**src/share_pkg.sv**
```systemverilog
// Package: register layouts, commands and states for the share group block
package share_pkg;

    // Register selectors on the management command port
    localparam logic [0:0] SEL_GROUP_BUS = 1'h0;
    localparam logic [0:0] SEL_SHARE     = 1'h1;

    // Reset values: transmit allowed, sharing off, position 0
    localparam logic [15:0] GROUP_BUS_RESET = 16'h0000;
    localparam logic [15:0] SHARE_RESET     = 16'h0000;

    // Group bus setup word fields
    localparam int GB_BCAST_LO = 8;
    localparam int GB_TXBLK    = 5;
    localparam int GB_RAIL_LO  = 0;

    // Share setup word fields
    localparam int SH_RAIL_LO  = 8;
    localparam int SH_COUNT_LO = 5;
    localparam int SH_POS_LO   = 2;
    localparam int SH_ENABLE   = 0;

    localparam int MEMBERS = 8;

    // Group bus message kinds
    typedef enum logic [1:0] {
        MSG_NONE,
        MSG_ENABLE,
        MSG_CURRENT,
        MSG_RESTART
    } msg_kind_t;

    // Register write/read request from the management bus
    typedef struct packed {
        logic        wr;
        logic        rd;
        logic [0:0]  sel;
        logic [15:0] wdata;
    } reg_req_t;

    // One message on the group control bus
    typedef struct packed {
        logic        valid;
        msg_kind_t   kind;
        logic [4:0]  tag;     // broadcast group or rail identity
        logic [15:0] payload;
    } gcb_msg_t;

    typedef enum logic [1:0] {
        ST_IDLE,
        ST_RUN,
        ST_FAULTED,
        ST_RESTART
    } member_state_t;

endpackage

```
**src/current_share_group_config.sv**
```systemverilog
// Share group setup registers, master election, broadcast enable and restart
`timescale 1ns/100ps
// Functional notes
// - Surviving members keep running when others in the group fault.
// - A faulted member is never rejoined or restarted on its own.
// - With restart response, whole group restarts only after all members faulted.
// - Lowest configured position is master at group start.
// - Master sends load current information to all slaves.
// - When master drops or faults, next lowest position takes over.
// - Transmit block bit 5 low permits group bus traffic; resets low.
// - Rail identity bits 4:0 tag sequencing and fault traffic.
// - Bits 7:5 hold member count minus one.
// - Bits 4:2 hold position, zero being the master.
// - Share setup bit 0 set enables current sharing.
// - Bus enable with broadcast on is relayed to same broadcast group.
module current_share_group_config (
    input  wire logic                   clk,            // System clock, 50 MHz
    input  wire logic                   rst,            // Sync reset, active high
    input  wire share_pkg::reg_req_t    reg_req,        // Management bus register access
    output logic [15:0]                 reg_rdata,      // Read data, registered
    output logic                        reg_rvalid,     // Read data valid pulse
    input  wire logic                   bcast_en_cfg,   // Broadcast enable configured
    input  wire logic                   restart_cfg,    // Fault response set to restart
    input  wire logic                   mgmt_enable,    // Enable command pulse from bus
    input  wire logic                   local_fault,    // Own fault shutdown pulse
    input  wire logic [15:0]            load_current,   // Own measured load current
    input  wire share_pkg::gcb_msg_t    gcb_rx,         // Message received on group bus
    input  wire logic [7:0]             peer_drop,      // Peer position fault/drop pulses
    output share_pkg::gcb_msg_t         gcb_tx,         // Message to send on group bus
    output logic                        output_on,      // Regulator output running
    output logic                        is_master,      // This member is master phase
    output logic [15:0]                 share_target    // Current target from master
);
    import share_pkg::*;

    logic [15:0]        gbus_q;
    logic [15:0]        gbus_d;
    logic [15:0]        share_q;
    logic [15:0]        share_d;
    logic [15:0]        rdata_q;
    logic [15:0]        rdata_d;
    logic               rvalid_q;
    logic               rvalid_d;
    member_state_t      state_q;
    member_state_t      state_d;
    gcb_msg_t           tx_q;
    gcb_msg_t           tx_d;
    logic [15:0]        target_q;
    logic [15:0]        target_d;
    logic               load_group;
    logic [MEMBERS-1:0] drop_vec;
    logic [MEMBERS-1:0] alive;
    logic [2:0]         lowest;
    logic               none_alive;

    // Field views of the two setup words
    logic [4:0] bcast_group;
    logic       tx_block;
    logic [4:0] rail_id;
    logic [2:0] count_m1;
    logic [2:0] position;
    logic       share_on;
    logic       enable_seen;
    logic       restart_seen;

    assign bcast_group = gbus_q[GB_BCAST_LO +: 5];
    assign tx_block    = gbus_q[GB_TXBLK];
    assign rail_id     = gbus_q[GB_RAIL_LO +: 5];
    assign count_m1    = share_q[SH_COUNT_LO +: 3];
    assign position    = share_q[SH_POS_LO +: 3];
    assign share_on    = share_q[SH_ENABLE];

    // Enable arrives locally or relayed from our broadcast group
    assign enable_seen  = mgmt_enable
                        | (gcb_rx.valid && gcb_rx.kind == MSG_ENABLE
                           && bcast_en_cfg && gcb_rx.tag == bcast_group);
    assign restart_seen = gcb_rx.valid && gcb_rx.kind == MSG_RESTART
                        && gcb_rx.tag == rail_id;

    // Register writes; all bits stored, reserved ones included
    always_comb begin
        gbus_d   = gbus_q;
        share_d  = share_q;
        rdata_d  = rdata_q;
        rvalid_d = 1'b0;
        if (reg_req.wr) begin
            if (reg_req.sel == SEL_GROUP_BUS) begin
                gbus_d = reg_req.wdata;
            end else begin
                share_d = reg_req.wdata;
            end
        end
        if (reg_req.rd) begin
            rdata_d  = (reg_req.sel == SEL_GROUP_BUS) ? gbus_q : share_q;
            rvalid_d = 1'b1;
        end
    end

    always_ff @(posedge clk) begin
        if (rst) begin
            gbus_q   <= GROUP_BUS_RESET;
            share_q  <= SHARE_RESET;
            rdata_q  <= 16'h0000;
            rvalid_q <= 1'b0;
        end else begin
            gbus_q   <= gbus_d;
            share_q  <= share_d;
            rdata_q  <= rdata_d;
            rvalid_q <= rvalid_d;
        end
    end

    // Group (re)start reloads the alive set of all configured members
    assign load_group = (state_d == ST_RUN) && (state_q != ST_RUN);

    // Own fault counts as our own position dropping out
    always_comb begin
        drop_vec = peer_drop;
        if (local_fault) begin
            drop_vec[position] = 1'b1;
        end
    end

    member_tracker u_tracker (
        .clk        (clk),
        .rst        (rst),
        .load       (load_group),
        .count_m1   (count_m1),
        .drop       (drop_vec),
        .alive      (alive),
        .lowest     (lowest),
        .none_alive (none_alive)
    );

    // Member state: idle until enabled, run, fault, group restart
    always_comb begin
        state_d = state_q;
        case (state_q)
            ST_IDLE: begin
                if (enable_seen) begin
                    state_d = ST_RUN;
                end
            end
            ST_RUN: begin
                if (local_fault) begin
                    state_d = ST_FAULTED;
                end
            end
            ST_FAULTED: begin
                if (restart_cfg && (none_alive || restart_seen)) begin
                    state_d = ST_RESTART;
                end
            end
            ST_RESTART: begin
                state_d = ST_RUN;
            end
            default: begin
                state_d = ST_IDLE;
            end
        endcase
    end

    // Transmit: relay enable, master current, restart; blocked by tx bit
    always_comb begin
        tx_d     = '0;
        target_d = target_q;
        if (!tx_block) begin
            if (mgmt_enable && bcast_en_cfg) begin
                tx_d.valid = 1'b1;
                tx_d.kind  = MSG_ENABLE;
                tx_d.tag   = bcast_group;
            end else if (state_q == ST_RESTART && none_alive) begin
                tx_d.valid = 1'b1;
                tx_d.kind  = MSG_RESTART;
                tx_d.tag   = rail_id;
            end else if (is_master) begin
                tx_d.valid   = 1'b1;
                tx_d.kind    = MSG_CURRENT;
                tx_d.tag     = rail_id;
                tx_d.payload = load_current;
            end
        end
        // Slaves follow the master's current, master follows its own
        if (is_master) begin
            target_d = load_current;
        end else if (gcb_rx.valid && gcb_rx.kind == MSG_CURRENT
                     && gcb_rx.tag == rail_id) begin
            target_d = gcb_rx.payload;
        end
    end

    always_ff @(posedge clk) begin
        if (rst) begin
            state_q  <= ST_IDLE;
            tx_q     <= '0;
            target_q <= 16'h0000;
        end else begin
            state_q  <= state_d;
            tx_q     <= tx_d;
            target_q <= target_d;
        end
    end

    assign is_master    = share_on && (state_q == ST_RUN) && alive[position]
                        && (lowest == position);
    assign output_on    = (state_q == ST_RUN);
    assign gcb_tx       = tx_q;
    assign share_target = target_q;
    assign reg_rdata    = rdata_q;
    assign reg_rvalid   = rvalid_q;
endmodule

```
**src/member_tracker.sv**
```systemverilog
// Tracks which group positions are still operating and picks the lowest
`timescale 1ns/100ps
module member_tracker (
    input  wire logic                              clk,        // System clock
    input  wire logic                              rst,        // Sync reset, active high
    input  wire logic                              load,       // Group start: mark members up
    input  wire logic [2:0]                        count_m1,   // Member count minus one
    input  wire logic [share_pkg::MEMBERS-1:0]     drop,       // Per-position drop pulses
    output logic      [share_pkg::MEMBERS-1:0]     alive,      // Positions still operating
    output logic      [2:0]                        lowest,     // Lowest alive position
    output logic                                   none_alive  // Every member is down
);
    import share_pkg::*;

    logic [MEMBERS-1:0] alive_d;
    logic [MEMBERS-1:0] alive_q;

    // Lowest set bit; used for the master election
    function automatic logic [2:0] lowest_set(input logic [MEMBERS-1:0] v);
        logic [2:0] r;
        r = 3'h0;
        for (int i = MEMBERS - 1; i >= 0; i--) begin
            if (v[i]) begin
                r = 3'(i);
            end
        end
        return r;
    endfunction

    // Next alive set: load marks positions 0..count_m1, drops clear; load wins
    always_comb begin
        alive_d = alive_q & ~drop;
        if (load) begin
            for (int i = 0; i < MEMBERS; i++) begin
                alive_d[i] = (3'(i) <= count_m1);
            end
        end
    end

    always_ff @(posedge clk) begin
        if (rst) begin
            alive_q <= '0;
        end else begin
            alive_q <= alive_d;
        end
    end

    assign alive      = alive_q;
    assign lowest     = lowest_set(alive_q);
    assign none_alive = (alive_q == '0);
endmodule

```
**config.mk**
```make
export PLATFORM = sky130hd
export DESIGN_NAME = current_share_group_config
export DESIGN_NICKNAME = d
export VERILOG_FILES = /design/src/share_pkg.sv /design/src/current_share_group_config.sv /design/src/member_tracker.sv
export SDC_FILE = /design/constraint.sdc
export NUM_CORES = 1
export LEC_CHECK = 0
export BUFFER_PORTS_ARGS = -buffer_cell sky130_fd_sc_hd__buf_2
export CORE_MARGIN = 8
export CORE_UTILIZATION = 50
export CTS_CLUSTER_SIZE = 40
export DETAILED_ROUTE_END_ITERATION = 7
export HOLD_SLACK_MARGIN = 0.08
export PLACE_DENSITY = 0.78
export SYNTH_ARGS = -nofsm -noshare
export SYNTH_HDL_FRONTEND = slang
export SYNTH_SLANG_ARGS = --single-unit
```
**constraint.sdc**
```tcl
create_clock -name clk -period 5.1 [get_ports clk]
set_input_delay 1.02 -clock clk [delete_from_list [all_inputs] [get_ports clk]]
set_output_delay 1.02 -clock clk [all_outputs]
set_load 0.01 [all_outputs]
```
# Word-level counts from Yosys, hierarchy flattened
# Cells that the tools add are included.
[word_totals]
regBits = 99
inputBits = 73
output_inout_bits = 59
word_cells = 88
[classes]
n_lt_le_gt_ge = 10
n_eq_ne = 11
mux = 25
n_bitwise = 6
n_reduce_logical = 24
[op_table]
columns = ["operator", "count"]
rows = [
  ["two-way mux 16 bit", 3],
  ["two-way mux 8 bit", 4],
  ["two-way mux 24 bit", 1],
  ["two-way mux 3 bit", 8],
  ["logical AND 1 bit", 15],
  ["less-or-equal comparator 3 bit (first input constant)", 4],
  ["equality test 5 bit", 2],
  ["AND 8 bit", 1],
  ["equality test 2 bit (second input constant)", 4],
  ["logical NOT 8 bit", 1],
  ["NOT 8 bit", 1],
  ["bitwise OR 8 bit", 1],
  ["one-hot mux 2 bit (4 select lines)", 1],
  ["equality test 2 x 1 -> 1 bit (second input constant)", 3],
  ["less-or-equal comparator 1 x 3 -> 1 bit (first input constant)", 2],
  ["less-or-equal comparator 2 x 3 -> 1 bit (first input constant)", 2],
  ["two-way mux 2 bit", 3],
  ["OR reduction 5 bit", 1],
  ["< comparator 3 x 4 -> 1 bit (second input constant)", 1],
  ["AND reduction 2 bit", 2],
  ["binary-select mux 1 bit (select 3 bit)", 1],
  ["demux 1 bit (select 3 bit)", 1],
  ["equality test 3 bit", 1],
  ["greater-or-equal comparator 3 x 1 -> 1 bit (second input constant)", 1],
  ["other kinds (9)", 12],
]

# Longest topological paths before layout
# Gate-level depths: netlist of run 1.
[depth]
ltp_word = 13
mapped_depth = 8
depth_no_buf = 5

# Cells and area by module
# Synthesis of run 1 repeated with hierarchy kept, for this count alone.
[hier_totals]
hier_cells = 460
area_unflattened_um2 = 4081.4
[by_module_without_submodules]
columns = ["module", "instances", "cells_each", "area_per_inst_um2"]
rows = [
  ["current_share_group_config", 1, 409, 3683.5],
  ["member_tracker", 1, 51, 397.9],
]

# Worst setup path before layout of run 1
# OpenSTA, ideal clock, no wires.
[synth_timing]
kind = "reg-to-output"
start = "reg share_q[3]"
end = "out is_master"
t_arrival_ns = 1.776
path_slack_ns = 2.304
stages_incl_launch_ff = 8
cell_sequence = "dfxtp_1 mux4_1 nor2b_1 a31oi_4 or3_1 buf_6 buf_12 inv_1"
[synth_via]
elab_chain_cells = 4
word_cells_on_any_way = 5
[synth_lines]
columns = ["element", "line_no", "source"]
rows = [
  ["from (decl)", "current_share_group_config.sv:38", "logic [15:0] share_q;"],
  ["from (signal assigned)", "current_share_group_config.sv:107", "share_q <= share_d;"],
  ["binary-select mux 1 bit (select 3 bit)", "current_share_group_config.sv:204", "assign is_master = share_on && (state_q == ST_RUN) && alive[position]"],
  ["two-way mux 1 bit (implied by the code)", "current_share_group_config.sv:204", ""],
  ["logical AND 1 bit", "current_share_group_config.sv:204", ""],
  ["logical AND 1 bit (*)", "current_share_group_config.sv:205", "&& (lowest == position);"],
  ["to (decl)", "current_share_group_config.sv:31", "output logic is_master,"],
]
# Mark *: on every way between the ends. The rest lies on a longest branch, timed or not. The select of a mux whose other input is x is not followed.

# Worst setup path in the final report of run 1
# Ends and elaborated chain as after synthesis.

==> results.md, run 1 <==
Status:
- The flow ran to the end, and the final reports show no timing, DRC or antenna violations.

Power:
- IR analysis of the VDD net gives a maximum drop of 0.173 mV.
- Power spread over the standard cell area amounts to 294 nW/um^2.
- For this design the static power due to leakage is 2.13 nW.
- The design draws 1.50 mW.

Cells and area:
- The most common cell after layout, fill and taps aside is sky130_fd_sc_hd__buf_2.
- The share of layout cells above drive strength 1 is 29.3%.
- The final layout contains 652 nets.
- In the layout the commonest cells are sky130_fd_sc_hd__buf_2 (131), sky130_fd_sc_hd__dfxtp_1 (99), sky130_fd_sc_hd__nand2_1 (84), sky130_fd_sc_hd__a21oi_1 (43), sky130_fd_sc_hd__mux2i_1 (33).
- After filler insertion, the fill cell instance count of the layout stands at 739.
- The utilization after layout is 61.9%.
- 0 antenna diodes ended up in the layout.
- The layout overhead on the synthesized area is 19.5%.

CTS:
- The maximum level of the CTS H-tree is 3.
- The buffer count from post-CTS setup fixing is 0.
- The clock drives 99 sinks.
- The number of gates resized after cts is 0.
- TritonCTS built the clock tree.
- The number of hold buffers added after CTS was 0.
- The register clock-pin slew on the reported worst setup and hold paths is 0.10 ns.
- Clock tree synthesis selected as its root buffer the cell sky130_fd_sc_hd__clkbuf_8.
- The maximum buffer depth of the clock tree is 2.
- The clock latency of the later-clocked register in the worst-skew pair is 0.37 ns.
- The number of clock buffers added by TritonCTS is 9.

Timing:
- The number of endpoints failing setup at the final stage is 0.
- Based on the critical path, the design can be clocked at up to 277 MHz.
- Setup repair after global routing left no endpoint under its margin.
- The total negative slack for setup checks is 0 ns.
- The worst hold slack after final layout is 0.459 ns.
- The number of slew-limit violations in the final report is 0.
- The post-route clock skew is 0.0142 ns.
- The slew at the pin closest to its max-slew limit is 1.17 ns.
- The minimum period implied by the final worst setup slack is 3.62 ns.
- After layout, the worst path uses 70.9% of the clock period.
- The number of hold violations in the final report is 0.
- The worst slew margin relative to its limit is 21.7%.

Global routing:
- The number of antenna violations at the first check in global routing came to 0.
- The global-route usage over all layers is 19.0%.
- Entering global routing, the biggest net connects 65 pins.
- Global routing finished with a remaining overflow of 0.
- The wire length of the first global-routing pass is 18.0 mm.
- The number of global-route vias before repair is 3,745.

Synth:
- The netlist uses 54 different library cells.
- The number of standard cells after synthesis is 467.
- The cell taking the most area after synthesis is sky130_fd_sc_hd__dfxtp_1.
- The post-synthesis sequential element count is 99.
- Dividing the synthesized area by the synthesized cell count gives 9.16 sq um.
- Yosys printed 0 warnings.
- The leading register cell type out of synthesis is sky130_fd_sc_hd__dfxtp_1.
- Counting flops with a built-in enable in the synthesized netlist gives 0.
- Of the synthesized area, sequential elements account for 46.3%.
- The proportion of netlist area held by the largest area contributor is 46.3%.
- The net count after synthesis is 540.
- The share of synthesized flip-flops with an asynchronous set or reset is 0%.
- In this run the cell area of the synthesized design comes to 4280 sq um.
- In the post-synthesis netlist, the biggest area contributors are sky130_fd_sc_hd__dfxtp_1 (46%), sky130_fd_sc_hd__mux2i_1 (7.7%), sky130_fd_sc_hd__nand2_1 (7.4%).

Worst setup path:
- For the worst setup path, the data required time is 4.08 ns.
- The critical path is of the register to output port type.
- In this run the worst path has a maximum fanout of 19.
- The worst setup path is captured at an output port.
- Data on the critical path arrives at its endpoint at 2.60 ns.
- The kind of start point of the critical path is a register.

Floorplan:
- The die footprint is 11,800 sq um.
- For this design the top-level I/O count stands at 132.
- The horizontal extent of the die is 108 microns.
- The core region is 8260 sq um.
- The number of rows created at floorplan is 33.
- The initial core utilization is 51.8%.
- The die is 108 microns tall.

Detailed routing:
- In the final routed layout, each cell accounts on average for 16.2 microns.
- The number of design rule violations left after detail routing is 0.
- The via-per-instance ratio is 5.31.
- The iteration-0 DRC count of the detailed router is 153.
- Once detail routing completed, the nets flagged for antenna violations numbered 0.
- The number of search-and-repair iterations in the first detailed-routing pass is 4.
- The total wirelength of the detailed-routed design is 11.2 mm.
- The total number of vias is 3,660.

Job:
- The number of max-cap violations is 0.

Placement:
- At the end of routability-driven placement, the weighted congestion stood at 0.832.
- The placed wire-length estimate is 8.42 mm.
- Buffers placed on the I/O ports in this run total 131.

Hold path:
- The tightest min-delay check is of the register to register type.
where the power goes:
part | internal [mW] | switching (mW)
combinational | 0.0762 | 0.109
sequential | 0.799 | 0.0239
clock | 0.201 | 0.295
total | 1.08 | 0.428
worst max-delay path: stages, from the launching register on:
cell and delay (ns):
sky130_fd_sc_hd__dfxtp_1 0.57, sky130_fd_sc_hd__mux4_1 0.60, sky130_fd_sc_hd__nor2b_1 0.17, sky130_fd_sc_hd__a31oi_4 0.49
sky130_fd_sc_hd__or3_1 0.21, sky130_fd_sc_hd__inv_1 0.04, sky130_fd_sc_hd__buf_2 0.13
synth_stat cells (3+ instances only):
library cell / instances
sky130_fd_sc_hd__a21oi_2: 9
sky130_fd_sc_hd__and2_1: 18
sky130_fd_sc_hd__nor4_1: 4
sky130_fd_sc_hd__inv_1: 5
sky130_fd_sc_hd__o41ai_1: 14
sky130_fd_sc_hd__nor3_1: 3
sky130_fd_sc_hd__buf_2: 5
sky130_fd_sc_hd__o22ai_1: 3
sky130_fd_sc_hd__xnor2_1: 6
sky130_fd_sc_hd__xor2_1: 4
sky130_fd_sc_hd__mux2i_1: 33
sky130_fd_sc_hd__clkbuf_1: 19
sky130_fd_sc_hd__buf_1: 4
sky130_fd_sc_hd__a211oi_1: 16
sky130_fd_sc_hd__nor2b_1: 7
sky130_fd_sc_hd__nand4_1: 3
sky130_fd_sc_hd__nand2_1: 84
sky130_fd_sc_hd__o211ai_1: 5
sky130_fd_sc_hd__dfxtp_1: 99
sky130_fd_sc_hd__nor2_1: 31
sky130_fd_sc_hd__nand2b_1: 3
sky130_fd_sc_hd__a21oi_1: 43
sky130_fd_sc_hd__o21ai_0: 8
per-stage QoR:
stage	worst slack, ns	cell area [sq um]	cells
2_1_floorplan	2.30	4280	467
3_3_place_gp	2.01	4920	673
3_5_place_dp	1.89	4920	673
4_1_cts	1.47	5110	689
5_1_grt	1.32	5110	689
6_report	1.48	5110	689
final timing paths:
check	cells after the start	slack (ns)	start	endpoint
setup / recovery	6	1.48	share_q[3]	is_master
hold / removal	2	0.46	share_q[9]	share_q[9]
setup reg to reg	6	2.55	share_q[3]	share_target[14]
hold reg to reg	2	0.46	share_q[9]	share_q[9]
metal layers:
layer  up-vias  GRT usage (%)  wire (microns)
met5         -              0               0
met1      1670           21.6            4660
met2       103           33.7            5630
met4         0           6.16             101
met3         8           5.06             784
li1       1879              -               -
cells by family after synthesis:
kind of cell	Yosys count	share of synthesized area [%]
buffers and inverters	38	4.33
AO/OA/AOI/OAI	112	18.2
XOR/XNOR	10	2.05
flip-flops	99	46.3
AND/OR/NAND/NOR	171	19.7
multiplexers	37	9.39
area by class of cell:
type / instances / area [sq um] / area share, %
Sequential cell: 99 / 1980 / 38.8
Timing Repair Buffer: 134 / 678 / 13.3
Clock buffer: 10 / 138 / 2.69
Tap cell: 105 / 131 / 2.57
Inverter: 5 / 18.8 / 0.367
Multi-Input combinational cell: 330 / 2110 / 41.3
Clock inverter: 6 / 55.1 / 1.08
registers in the layout, summed over array words and instances, names as in the netlist:
name             count
state_q              2
u_tracker.alive      8
gcb_tx              24
reg_rdata           16
share_target        16
share_q             16
gbus_q              16
reg_rvalid           1
Note: power is estimated with default switching activity, not from simulation.
==> run 2, diff against run 1 <==
--- a/config.mk
+++ b/config.mk
@@ -7,11 +7,11 @@
 export LEC_CHECK = 0
 export BUFFER_PORTS_ARGS = -buffer_cell sky130_fd_sc_hd__buf_2
 export CORE_MARGIN = 8
-export CORE_UTILIZATION = 50
+export CORE_UTILIZATION = 46
 export CTS_CLUSTER_SIZE = 40
 export DETAILED_ROUTE_END_ITERATION = 7
 export HOLD_SLACK_MARGIN = 0.08
-export PLACE_DENSITY = 0.78
+export PLACE_DENSITY = 0.76
 export SYNTH_ARGS = -nofsm -noshare
 export SYNTH_HDL_FRONTEND = slang
 export SYNTH_SLANG_ARGS = --single-unit
==> constraint.sdc (replaced) <==
create_clock -name clk -period 3.3 [get_ports clk]
set_input_delay 0.66 -clock clk [delete_from_list [all_inputs] [get_ports clk]]
set_output_delay 0.66 -clock clk [all_outputs]
set_load 0.01 [all_outputs]
==> results.md, run 2 (same netlist as run 1, synthesis figures left out) <==
Status:
- The run finished with clean final reports.

Timing:
- Setup repair after global routing left no endpoint under its margin.
- The number of slew-limit violations in the final report is 0 (unchanged).
- The fmax is 356 MHz.
- Dividing the final minimum period by the clock period gives 85.0%.
- The slew at the pin closest to its max-slew limit was 0.646 ns (-0.526 ns).
- The total negative slack for setup checks is 0 ns (unchanged).
- The post-route clock skew is 0.0149 ns (+0.000612 ns).
- The minimum period implied by the final worst setup slack is 2.81 ns.
- The number of hold violations in the final report is 0 (unchanged).
- The worst slew margin relative to its limit was 56.9% (+35 points).
- The number of endpoints failing setup at the final stage came to 0 (unchanged).

Cells and area:
- The layout overhead on the synthesized area is 20.8%.
- The share of layout cells above drive strength 1 is 29.4% (+0.14 points).
- The post-route cell area is 5170 sq um (+1.0%).
- The number of flip-flops under the largest register name is 24 (unchanged).
- The net count reported at finish was 656 (+0.61%).
- In the layout the commonest cells are sky130_fd_sc_hd__buf_2 (131), sky130_fd_sc_hd__dfxtp_1 (99), sky130_fd_sc_hd__nand2_1 (84), sky130_fd_sc_hd__a21oi_1 (43), sky130_fd_sc_hd__mux2i_1 (33).
- The footprint of the flip-flops and latches is 1980 sq um (unchanged).
- The library cell used most frequently in the layout, excluding fill and tap cells, is sky130_fd_sc_hd__buf_2.
- The footprint of the multi-input gates is 2110 sq um (unchanged).
- The number of filler instances in the final layout is 810 (+9.6%).

Worst setup path:
- The kind of start point of the critical path is a register.
- The worst setup path is of the register to output port kind.
- The arrival time of data at the critical path endpoint was 2.15 ns (-0.45 ns).
- The data required time at the worst endpoint is 2.64 ns (-1.44 ns).
- The critical path goes through mux4_1 -> nor2b_1 -> a31oi_4 -> or3_1 -> inv_1 -> buf_2.
- The largest driver fanout on the critical path is 12 (-7).
- The stage delay of the slowest cell on the critical path is 0.59 ns (about the same).
- The cell with the largest stage delay on the worst path is sky130_fd_sc_hd__mux4_1.
- STA classifies the critical path endpoint as an output port.

Power:
- The switching share of power was 25.7% (-2.7 points).
- The internal cell power is 1.75 mW (+63%).
- The part of the power in registers is 53.9% (-0.8 points).
- The power density of the placed cells is 456 nW/um^2 (+55%).
- The switching power is 0.607 mW (+42%).
- The portion of total power attributed to combinational logic is 12.2% (about the same).
- The maximum vdd drop was 0.221 mV (+27%).
- The proportion of power drawn by the clock network is 33.9% (+0.9 points).
- The leakage power of the design is 2.15 nW (+0.89%).

CTS:
- The count of clock tree sinks came to 99 (unchanged).
- The clock tree from TritonCTS is yes.
- The buffer count from post-CTS setup fixing is 0 (unchanged).
- The number of gates resized after cts came to 0 (unchanged).
- The CTS root buffer is sky130_fd_sc_hd__clkbuf_8.
- The hold buffer count at cts is 0 (unchanged).
- The total CTS buffers is 9 (unchanged).
- The register clock-pin slew on the reported worst setup and hold paths is 0.09 ns (about the same).
- The maximum buffer depth of the clock tree was 2 (unchanged).
- The maximum level of the CTS H-tree is 3 (unchanged).
- The clock latency of the later-clocked register in the worst-skew pair is 0.36 ns (about the same).

Placement:
- The placed wire-length estimate was 8.37 mm (-0.65%).
- The number of input and output port buffers inserted was 131 (unchanged).
- The routability congestion estimate is 0.828 (-0.43%).
- The total cell area at the placement stage is 4960 sq um (+0.76%).

Floorplan:
- The area of the placeable core is 9150 sq um (+11%).
- The initial core utilization is 46.7% (-5.1 points).
- The number of rows created at floorplan was 35 (+6.1%).
- The horizontal extent of the die was 112 microns (+3.6%).
- The number of primary I/O pins was 132 (unchanged).
- The vertical extent of the die is 112 microns (+3.6%).
- The die footprint is 12,600 sq um (+7.4%).

Detailed routing:
- The number of design rule violations left after detail routing was 0 (unchanged).
- The number of antenna-violating nets in the routed design is 0 (unchanged).
- The iteration-0 DRC count of the detailed router is 107 (-30%).
- The total wirelength of the detailed-routed design is 11.0 mm (-1.4%).
- The total number of vias is 3,733 (+2.0%).
- The average wire per standard cell is 15.8 microns (-2.9%).
- The number of search-and-repair iterations in the first detailed-routing pass was 4 (unchanged).
- The via-per-instance ratio is 5.33 (+0.39%).

Job:
- The number of max-cap violations is 0 (unchanged).

Global routing:
- The wire length of the first global-routing pass was 17.7 mm (-1.3%).
- The number of antenna violations at the first check in global routing was 2 (+2).
- The number of global-route vias before repair is 3,738 (-0.19%).
- The largest net degree at the start of global routing is 65 (unchanged).
- The global-route usage over all layers is 17.1% (-1.9 points).
- The total grt overflow came to 0 (unchanged).

Hold path:
- The min-delay analysis places its worst path in the category register to register.
-- run 2: layer usage --
metal	wire (microns)	vias to the layer above	global-route usage, %
li1	-	1885	-
met1	4780	1714	19.5
met5	31	-	0
met2	5300	119	29.2
met3	848	11	6.66
met4	72	4	5.04
-- run 2: final timing paths --
check / start / to / slack, ns / cells after the start
max: share_q[3] / is_master / 0.49 / 6
min: share_q[9] / share_q[9] / 0.46 / 2
max reg2reg: share_q[3] / gcb_tx[17] / 1.04 / 6
min reg2reg: share_q[9] / share_q[9] / 0.46 / 2
-- run 2: final cells by class --
cell class                 instances  share of cell area, %
multi-input combinational        330                   40.9
tap                              111                   2.69
clock inverter                     3                  0.896
clock buffer                      13                   3.08
sequential                        99                   38.4
timing repair buffer             138                   13.7
antenna                            1                 0.0484
inverter                           5                  0.363
-- run 2: worst max-delay path: cells and delay by family, from the launching register on --
family / cells / cell delay [ns]
mux: 1 / 0.59
buf+inv: 2 / 0.17
simple gates: 2 / 0.30
compound gates: 1 / 0.16
flops: 1 / 0.57
-- run 2: stage by stage --
step	setup WS, ns	instances	power (mW)	hold slack, ns	util [%]
final	0.495	700	2.36	0.457	56.4
after global routing	0.344	699	2.47	0.476	56.4
after detailed placement	0.886	683	1.59	0.447	54.2
after CTS	0.482	699	2.38	0.460	56.4
after global placement	0.930	683	1.58	0.441	54.2
after floorplan	0.864	467	1.47	0.436	-
-- run 2: power groups by stage --
stage               clock (mW)  combinational [mW]  sequential (mW)
floorplan                    0               0.180             1.29
global placement             0               0.282             1.30
detailed placement           0               0.288             1.30
CTS                      0.818               0.289             1.27
global route             0.870               0.320             1.28
finish                   0.798               0.289             1.27
